--- config.mk ---
export PLATFORM = sky130hd
export DESIGN_NAME = nvb_ctrl
export DESIGN_NICKNAME = d
export VERILOG_FILES = /design/src/rtl/nvb_pkg.sv /design/src/rtl/nvb_ctrl.sv /design/src/rtl/nvb_store.sv
export VERILOG_INCLUDE_DIRS = /design/src /design/src/rtl
export SDC_FILE = /design/constraint.sdc
export NUM_CORES = 1
export LEC_CHECK = 0
export ABC_CLOCK_PERIOD_IN_PS = 3200
export BUFFER_PORTS_ARGS = -buffer_cell sky130_fd_sc_hd__buf_2
export CAP_MARGIN = 15
export CORE_MARGIN = 2
export CORE_UTILIZATION = 55
export CTS_CLUSTER_SIZE = 10
export DETAILED_ROUTE_END_ITERATION = 10
export MAX_ROUTING_LAYER = met4
export PLACE_DENSITY_LB_ADDON = 0.25
export SLEW_MARGIN = 20
export SYNTH_ARGS = -nofsm -noshare
export SYNTH_HDL_FRONTEND = slang
export SYNTH_HIERARCHICAL = 1
export SYNTH_SLANG_ARGS = --single-unit
--- constraint.sdc ---
create_clock -name clock -period 3.2 [get_ports clock]
set_input_delay 0.16 -clock clock [delete_from_list [all_inputs] [get_ports clock]]
set_output_delay 0.16 -clock clock [all_outputs]
set_load 0.005 [all_outputs]
--- src/rtl/nvb_defines.svh ---
`ifndef NVB_DEFINES_SVH
`define NVB_DEFINES_SVH

// ----------------------------------------
// register offsets
// ----------------------------------------
`define NVB_OFS_CTRL 8'h40
`define NVB_OFS_ADDR 8'h1E
`define NVB_OFS_DATA 8'h1F
`define NVB_OFS_BANK 8'h04
`define NVB_OFS_INTC 8'h20
`define NVB_BANK_CTRL 2'h1

// ----------------------------------------
// field positions
// ----------------------------------------
`define NVB_BIT_RD 0
`define NVB_BIT_READ_PERMIT 1
`define NVB_BIT_WR 2
`define NVB_BIT_WRITE_PERMIT 3
`define NVB_BIT_WFLAG 0
`define NVB_BIT_MFLAG 1
`define NVB_BIT_WIEN 2
`define NVB_BIT_MIEN 3

// ----------------------------------------
// reset values and timing
// ----------------------------------------
`define NVB_CTRL_RST 4'h0
`define NVB_BANK_RST 2'h0
`define NVB_READ_CYCLES 2
`define NVB_WR_TICKS 4
`define NVB_DEPTH 64

`endif

--- src/rtl/nvb_pkg.sv ---
package nvb_pkg;

  typedef struct packed {
    logic write_permit;
    logic write_start;
    logic read_permit;
    logic read_start;
  } nvb_ctrl_t;

  typedef struct packed {
    logic wr;
    logic rd;
    logic indirect;
    logic [7:0] addr;
    logic [7:0] wdata;
  } nvb_sfr_t;

  typedef enum logic [1:0] {
    NVB_IDLE = 2'b00,
    NVB_READ = 2'b01,
    NVB_WRITE = 2'b10
  } nvb_state_t;

endpackage

--- src/rtl/nvb_ctrl.sv ---
// How it works
// RL1 - 64 bytes, reached only through registers
// RL2 - each access moves one byte
// RL3 - address holds six bits, upper read zero
// RL4 - control at 40H, bank 1, indirect only
// RL5 - reset clears control, bits 7-4 zero
// RL6 - write starts only with permission already set
// RL7 - hardware clears write-start on completion
// RL8 - read starts only with permission already set
// RL9 - read end clears start, loads data
// RL10 - read data held until next operation
// RL11 - write length set by asynchronous timer
// RL12 - software never sets starts together
// RL13 - software read sequence then polls
// RL14 - software write sequence then waits
// RL15 - software sets start right after permission
// RL16 - write end sets both interrupt flags
// RL17 - vector needs all enables, stack free
// RL18 - service clears only multi-function flag
// RL19 - software avoids sleep during cycles
// RL20 - software keeps permission off normally
// RL21 - bank pointer resets to zero, watchdog exception
// RL22 - timer ticks counted after synchronisation
`include "nvb_defines.svh"
`timescale 1ns/1ps
`default_nettype none

module nvb_ctrl import nvb_pkg::*; #(
  parameter int WR_TICKS = `NVB_WR_TICKS,
  parameter int READ_CYCLES = `NVB_READ_CYCLES
) (
  // clock and reset
  input wire logic clock,
  input wire logic sys_rst,
  input wire logic wdt_pd_rst,
  // register access from the core
  input wire nvb_sfr_t sfr,
  output logic [7:0] sfr_rdata_q,
  // write timer from the slow oscillator
  input wire logic nv_timer_clk,
  // interrupt controller side
  input wire logic global_irq_enable,
  input wire logic stack_full,
  input wire logic irq_ack,
  output logic irq_req_q,
  output logic nv_write_irq_flag_q,
  output logic mf_irq_flag_q
);

  // ----------------------------------------
  // state
  // ----------------------------------------
  nvb_state_t state_q, state_d;
  nvb_ctrl_t ctrl_q, ctrl_d;
  logic [5:0] addr_q;
  logic [7:0] data_q, data_d;
  logic [1:0] bank_q;
  logic wien_q, mien_q;
  logic [7:0] cnt_q, cnt_d;
  logic tsync1_q, tsync2_q, tsync3_q, tlevel_q, tprev_q;
  logic [7:0] mem_rdata;

  // ----------------------------------------
  // decode
  // ----------------------------------------
  wire [1:0] eff_bank = sfr.indirect ? bank_q : 2'h0;
  // bank select only gates the control register; others live in every bank
  wire hit_ctrl = (sfr.addr == `NVB_OFS_CTRL) && (eff_bank == `NVB_BANK_CTRL); // [RL4]
  wire hit_addr = sfr.addr == `NVB_OFS_ADDR;
  wire hit_data = sfr.addr == `NVB_OFS_DATA;
  wire hit_bank = sfr.addr == `NVB_OFS_BANK;
  wire hit_intc = sfr.addr == `NVB_OFS_INTC;
  wire wr_ctrl = sfr.wr && hit_ctrl;
  wire idle = state_q == NVB_IDLE;

  // permission must already be set before this write; write start has priority
  wire go_write = wr_ctrl && idle && ctrl_q.write_permit && sfr.wdata[`NVB_BIT_WR]; // [RL6] [RL12]
  wire go_read = wr_ctrl && idle && ctrl_q.read_permit && sfr.wdata[`NVB_BIT_RD]
    && !go_write; // [RL8]

  // ----------------------------------------
  // timer tick: three stages, change taken once stages two and three agree
  // ----------------------------------------
  wire tick = tlevel_q && !tprev_q; // [RL22]

  always_ff @(posedge clock) begin
    tsync1_q <= nv_timer_clk;
    tsync2_q <= tsync1_q;
    tsync3_q <= tsync2_q;
    if (tsync2_q == tsync3_q) begin
      tlevel_q <= tsync3_q;
    end
    tprev_q <= tlevel_q;
  end

  // ----------------------------------------
  // sequencer
  // ----------------------------------------
  wire read_end = (state_q == NVB_READ) && (cnt_q == 8'(READ_CYCLES - 1));
  // write length counts slow ticks, so it varies in system cycles
  wire write_end = (state_q == NVB_WRITE) && tick && (cnt_q == 8'(WR_TICKS - 1)); // [RL11]

  always_comb begin
    state_d = state_q;
    cnt_d = cnt_q;
    unique case (state_q)
      NVB_IDLE: begin
        cnt_d = 8'h00;
        state_d = go_write ? NVB_WRITE : (go_read ? NVB_READ : NVB_IDLE);
      end
      NVB_READ: begin
        cnt_d = cnt_q + 8'h01;
        state_d = read_end ? NVB_IDLE : NVB_READ;
      end
      NVB_WRITE: begin
        cnt_d = tick ? cnt_q + 8'h01 : cnt_q;
        state_d = write_end ? NVB_IDLE : NVB_WRITE;
      end
      default: state_d = NVB_IDLE;
    endcase
  end

  // ----------------------------------------
  // control register
  // ----------------------------------------
  always_comb begin
    ctrl_d = ctrl_q;
    if (wr_ctrl) begin
      ctrl_d.write_permit = sfr.wdata[`NVB_BIT_WRITE_PERMIT];
      ctrl_d.read_permit = sfr.wdata[`NVB_BIT_READ_PERMIT];
    end
    // software cannot clear a start bit; only completion does
    ctrl_d.write_start = (ctrl_q.write_start || go_write) && !write_end; // [RL7]
    ctrl_d.read_start = (ctrl_q.read_start || go_read) && !read_end; // [RL9]
  end

  // read result wins over a same-cycle software write
  always_comb begin
    data_d = data_q;
    if (sfr.wr && hit_data) begin
      data_d = sfr.wdata;
    end
    if (read_end) begin
      data_d = mem_rdata; // [RL9] [RL10]
    end
  end

  always_ff @(posedge clock) begin
    if (sys_rst) begin
      state_q <= NVB_IDLE;
      ctrl_q <= `NVB_CTRL_RST; // [RL5]
      cnt_q <= 8'h00;
      // data is cleared so the hold check never starts from an unknown value
      data_q <= 8'h00;
    end else begin
      state_q <= state_d;
      ctrl_q <= ctrl_d;
      cnt_q <= cnt_d;
      data_q <= data_d;
    end
  end

  // address is left unreset, as the core treats it as undefined
  always_ff @(posedge clock) begin
    if (sfr.wr && hit_addr) begin
      addr_q <= sfr.wdata[5:0]; // [RL3]
    end
  end

  // a watchdog reset out of power-down keeps the bank selection
  always_ff @(posedge clock) begin
    if (sys_rst && !wdt_pd_rst) begin
      bank_q <= `NVB_BANK_RST; // [RL21]
    end else if (sfr.wr && hit_bank) begin
      bank_q <= sfr.wdata[1:0];
    end
  end

  // ----------------------------------------
  // store: byte written at cycle start, read data latched at read end
  // ----------------------------------------
  nvb_store #(.DEPTH(`NVB_DEPTH), .AW(6)) u_store (
    .clock(clock),
    .we(go_write), // [RL2]
    .addr(addr_q), // [RL1]
    .wdata(data_q),
    .rdata_q(mem_rdata)
  );

  // ----------------------------------------
  // interrupt flags
  // ----------------------------------------
  wire clr_wflag = sfr.wr && hit_intc && !sfr.wdata[`NVB_BIT_WFLAG];
  wire clr_mflag = (sfr.wr && hit_intc && !sfr.wdata[`NVB_BIT_MFLAG]) || irq_ack; // [RL18]

  always_ff @(posedge clock) begin
    if (sys_rst) begin
      nv_write_irq_flag_q <= 1'b0;
      mf_irq_flag_q <= 1'b0;
      wien_q <= 1'b0;
      mien_q <= 1'b0;
      irq_req_q <= 1'b0;
    end else begin
      // set wins over clear
      nv_write_irq_flag_q <= write_end || (nv_write_irq_flag_q && !clr_wflag); // [RL16]
      mf_irq_flag_q <= write_end || (mf_irq_flag_q && !clr_mflag); // [RL16]
      if (sfr.wr && hit_intc) begin
        wien_q <= sfr.wdata[`NVB_BIT_WIEN];
        mien_q <= sfr.wdata[`NVB_BIT_MIEN];
      end
      irq_req_q <= global_irq_enable && wien_q && mien_q && mf_irq_flag_q
        && nv_write_irq_flag_q && !stack_full && !irq_ack; // [RL17]
    end
  end

  // ----------------------------------------
  // read back
  // ----------------------------------------
  wire [7:0] rd_mux =
    hit_ctrl ? {4'h0, ctrl_q} : // [RL5]
    hit_addr ? {2'h0, addr_q} : // [RL3]
    hit_data ? data_q :
    hit_bank ? {6'h00, bank_q} :
    hit_intc ? {4'h0, mien_q, wien_q, mf_irq_flag_q, nv_write_irq_flag_q} : 8'h00;

  always_ff @(posedge clock) begin
    if (sys_rst) begin
      sfr_rdata_q <= 8'h00;
    end else if (sfr.rd) begin
      sfr_rdata_q <= rd_mux;
    end
  end
endmodule // nvb_ctrl

`default_nettype wire

--- src/rtl/nvb_store.sv ---
`timescale 1ns/1ps
`default_nettype none

// ----------------------------------------
// byte store, registered read
// ----------------------------------------
module nvb_store #(
  parameter int DEPTH = 64,
  parameter int AW = 6
) (
  // clock
  input wire logic clock,
  // access
  input wire logic we,
  input wire logic [AW-1:0] addr,
  input wire logic [7:0] wdata,
  output logic [7:0] rdata_q
);

  logic [7:0] mem [DEPTH];

  always_ff @(posedge clock) begin
    if (we) begin
      mem[addr] <= wdata;
    end
    rdata_q <= mem[addr];
  end

endmodule // nvb_store

`default_nettype wire

==> flow_summary.rst <==
.. list-table::
   :header-rows: 1

   * - Metric
     - Value
   * - Iteration-0 DRC count of the detailed router
     - 1973
   * - Data arrival, critical path
     - 3320 ps
   * - Die Height
     - just over 200 um
   * - I/O pin count
     - 37
   * - Antenna diode instance count
     - 0
   * - Clock period minus final worst setup slack
     - 3040 ps
   * - Pre-CTS WS
     - between 15 and 20 ps
   * - RSZ-0062 raised after global routing
     - false
   * - Final WL
     - 57.6 mm
   * - Area inside the core boundary
     - 0.0408 sq mm
   * - Post-CTS clock slew at the launch and capture registers of the worst setup and hold paths
     - 60 ps
   * - Fraction of power spent switching nets
     - 19.2%
   * - Static power due to leakage
     - 8.92 nW
   * - Path type of the worst setup path
     - reg2reg
   * - First-pass GRT wire length
     - between 80 and 90 mm
   * - Share of total power in the clock network
     - 45.6%
   * - Combinational power share
     - less than 1%
   * - Post-detailed-route count of antenna-violating nets
     - 0
   * - Biggest area contributors in the synthesized netlist
     - sky130_fd_sc_hd__edfxtp_1 69%, sky130_fd_sc_hd__dfxtp_1 4.3%, sky130_fd_sc_hd__mux4_2 4.1%, sky130_fd_sc_hd__mux2i_1 3.0%, sky130_fd_sc_hd__nor2_1 1.8%
   * - Critical Path Fanout Max
     - 8
   * - Data required time of the worst path
     - 3480 ps
   * - Starting density of the core
     - 55.7%
   * - Total global-route track usage
     - 27.6%
   * - Cell depth of the worst flop-to-flop path
     - 8
   * - Initial antenna violation count
     - 0
   * - Estimated wirelength of the detail-placed design
     - ~36 mm
   * - Status
     - completed
   * - H-tree Lvls
     - 3
   * - List of most frequent post-synthesis cells
     - 519 x sky130_fd_sc_hd__edfxtp_1, 107 x sky130_fd_sc_hd__nor2_1, 68 x sky130_fd_sc_hd__mux2i_1, 62 x sky130_fd_sc_hd__nand2_1, 49 x sky130_fd_sc_hd__dfxtp_1
   * - Internal power component
     - 12.0 mW
   * - Power density normalized to cell area
     - 567 mW/mm^2
   * - Max-slew violations
     - 0
   * - Number of synthesized register bits
     - approximately 570
   * - Highest ir drop seen on vdd
     - 0.422 mV
   * - Sinks on the clock net
     - about 570
   * - Average instance area after synthesis
     - ~16 sq um
   * - TritonRoute pass-1 iters
     - 6
   * - Total clock buffers created by CTS
     - 67
   * - Die W
     - 207 um
   * - Fraction of synthesized cell area taken by the top area cell type
     - 68.6%
   * - Largest net degree at the start of global routing
     - 67
   * - Part of the Yosys area used for sequential elements
     - between 70% and 80%
   * - DRC violations left
     - 0
   * - Filler Cells Inserted
     - 2864
   * - Sequential power share
     - 53.7%
   * - Crit path setup slack, layout
     - ~160 ps
   * - Vias/cell
     - 6.47
   * - Post-synth top area cell
     - sky130_fd_sc_hd__edfxtp_1
   * - Type of destination of the critical path
     - flop
   * - Routed via count
     - approximately 14000
   * - Clock Skew
     - 22.6 ps
   * - Overall overflow remaining after global route
     - 0
   * - Min-Delay Path Depth
     - 2
   * - Number of failing setup endpoints in the final timing report
     - 0
   * - Headroom to the max-slew limit
     - a little under a third
   * - Number of enable-type register cells in the synthesized netlist
     - 519
   * - Number of buffer cells added on primary ports
     - 36
   * - Final Hold Violating Endpoints
     - 0
   * - Fmax
     - 329 MHz
   * - Total standard cell area after synthesis
     - about 0.023 sq mm
   * - Die Area
     - 0.0430 sq mm
   * - Worst min path class
     - in2reg
   * - Source-to-sink clock delay at the later pin of the worst-skew pair
     - around 590 ps
   * - Share of flip-flops with an asynchronous set or reset
     - 0%
   * - Startpoint class of the critical path
     - flop
   * - Final #Nets
     - 1597
   * - Detail-routed net length per standard cell
     - ~27 um
   * - Site row count
     - 74
   * - Clock Path Buffers
     - 3
   * - Number of library cell types mapped by synthesis
     - 76
   * - Final core area utilization
     - 64.3%
   * - Synth Flop Type
     - sky130_fd_sc_hd__edfxtp_1
   * - Root buf cell
     - sky130_fd_sc_hd__clkbuf_16
   * - Share of the clock period used by the worst path after layout
     - 95.0%
   * - Number of nets produced by synthesis
     - about 1400
   * - Most repeated cell in the gate-level netlist after synthesis
     - sky130_fd_sc_hd__edfxtp_1
   * - Power dissipated by switching net loads
     - 2.86 mW
   * - TritonCTS clock tree
     - built
   * - Fraction of final layout cells with drive strength greater than 1
     - between 10% and 20%
   * - Worst-margin pin slew
     - 1020 ps
   * - Vias in the first global route
     - 13600
   * - Maximum Capacitance Violations
     - 0
   * - Final weighted congestion in routability-driven placement
     - 0.918
   * - Yosys synthesis warning count
     - 6
   * - Layout area overhead
     - 15.4%
   * - Syn Inst Count
     - 1415
==> state kept, by name, summed over array words and instances (netlist names), 2 cells and up <==
name / cells
data_q: 8
sfr_rdata_q: 8
state_q: 2
addr_q: 6
u_store/mem: 512
cnt_q: 8
u_store/rdata_q: 8
ctrl_q: 4
bank_q: 2
==> stage by stage <==
step / hold slack, ps / TNS, ps / power (mW) / area (sq um) / std cells
3_3_place_gp: 263 / -164 / 8.23 / 24200 / 2013
6_report: 62.1 / 0 / 14.9 / 26200 / 2133
5_1_grt: 71.9 / 0 / 15.3 / 26200 / 2133
2_1_floorplan: 188 / 0 / 8.19 / 22700 / 1415
3_5_place_dp: 264 / 0 / 8.23 / 24200 / 2013
4_1_cts: 41.1 / 0 / 15.0 / 26200 / 2133
==> power groups by stage <==
stage	Clock (mW)	Sequential (mW)	Combinational (mW)
floorplan	0	8.14	0.0422
global placement	0	8.14	0.0862
detailed placement	0	8.14	0.0880
CTS	6.87	7.99	0.101
global route	7.18	7.99	0.110
finish	6.78	7.99	0.103
==> critical path: stages (launching register included) <==
cell	delay [ps]
sky130_fd_sc_hd__dfxtp_1	330
sky130_fd_sc_hd__nor3b_2	380
sky130_fd_sc_hd__nand3_2	180
sky130_fd_sc_hd__or3_4	470
sky130_fd_sc_hd__inv_1	170
sky130_fd_sc_hd__nor2b_1	320
sky130_fd_sc_hd__nand2_1	360
sky130_fd_sc_hd__nor2_1	340
sky130_fd_sc_hd__buf_4	200
==> per-layer routing <==
layer	vias to the layer above	part of all wire (%)	wire, um	global-route usage, %
met5	-	0	0	-
met4	0	4.0	2290	11.2
met3	151	10	5910	6.58
li1	5939	-	-	-
met1	6949	39	22300	36.7
met2	757	47	27100	41.6
==> placed cells by master (no fill, tap or decap), drive strengths merged, types with 30 or more instances in the layout <==
cell type	instances
nand2	62
nor2	107
a21oi	41
dfxtp	49
edfxtp	519
buf	157
a22oi	41
clkbuf	97
mux4	41
nand2b	30
nand3	30
mux2i	68
==> cell families after synthesis <==
kind of cell               after synthesis  share of synthesized area, %
DFF                                    568                          72.9
and+or+nand+nor                        329                          7.61
AOI/OAI and AO/OA                      271                          8.85
muxes                                  124                          7.80
buffers and inverters                  109                          2.21
xor gates and xnor gates                 8                         0.308
adders and majority gates                6                         0.330
==> timing repair <==
item	4_1_cts	5_1_grt
setup buffers	0	0
hold buffers	15	0
endpoints found under the hold margin	30	0
endpoints found under the setup margin	0	66
resized for setup	0	5
==> path summary, 6_finish.rpt <==
check	start	to	slack (ps)
max reg2reg	bank_q[1]	u_store/mem[11][3]	160
min reg2reg	tsync1_q	tsync2_q	330
min	sys_rst	wien_q	60
max	bank_q[1]	u_store/mem[11][3]	160
==> area by class of cell <==
type | count | area, sq um | area share (%)
Clock buffer | 97 | 1810 | 6.90
Clock inverter | 8 | 95.1 | 0.362
Inverter | 18 | 67.6 | 0.258
Multi-Input combinational cell | 738 | 5680 | 21.7
Sequential cell | 568 | 16600 | 63.2
Tap cell | 532 | 666 | 2.54
Timing Repair Buffer | 172 | 1340 | 5.10
Note: power is estimated with default switching activity, not from simulation.
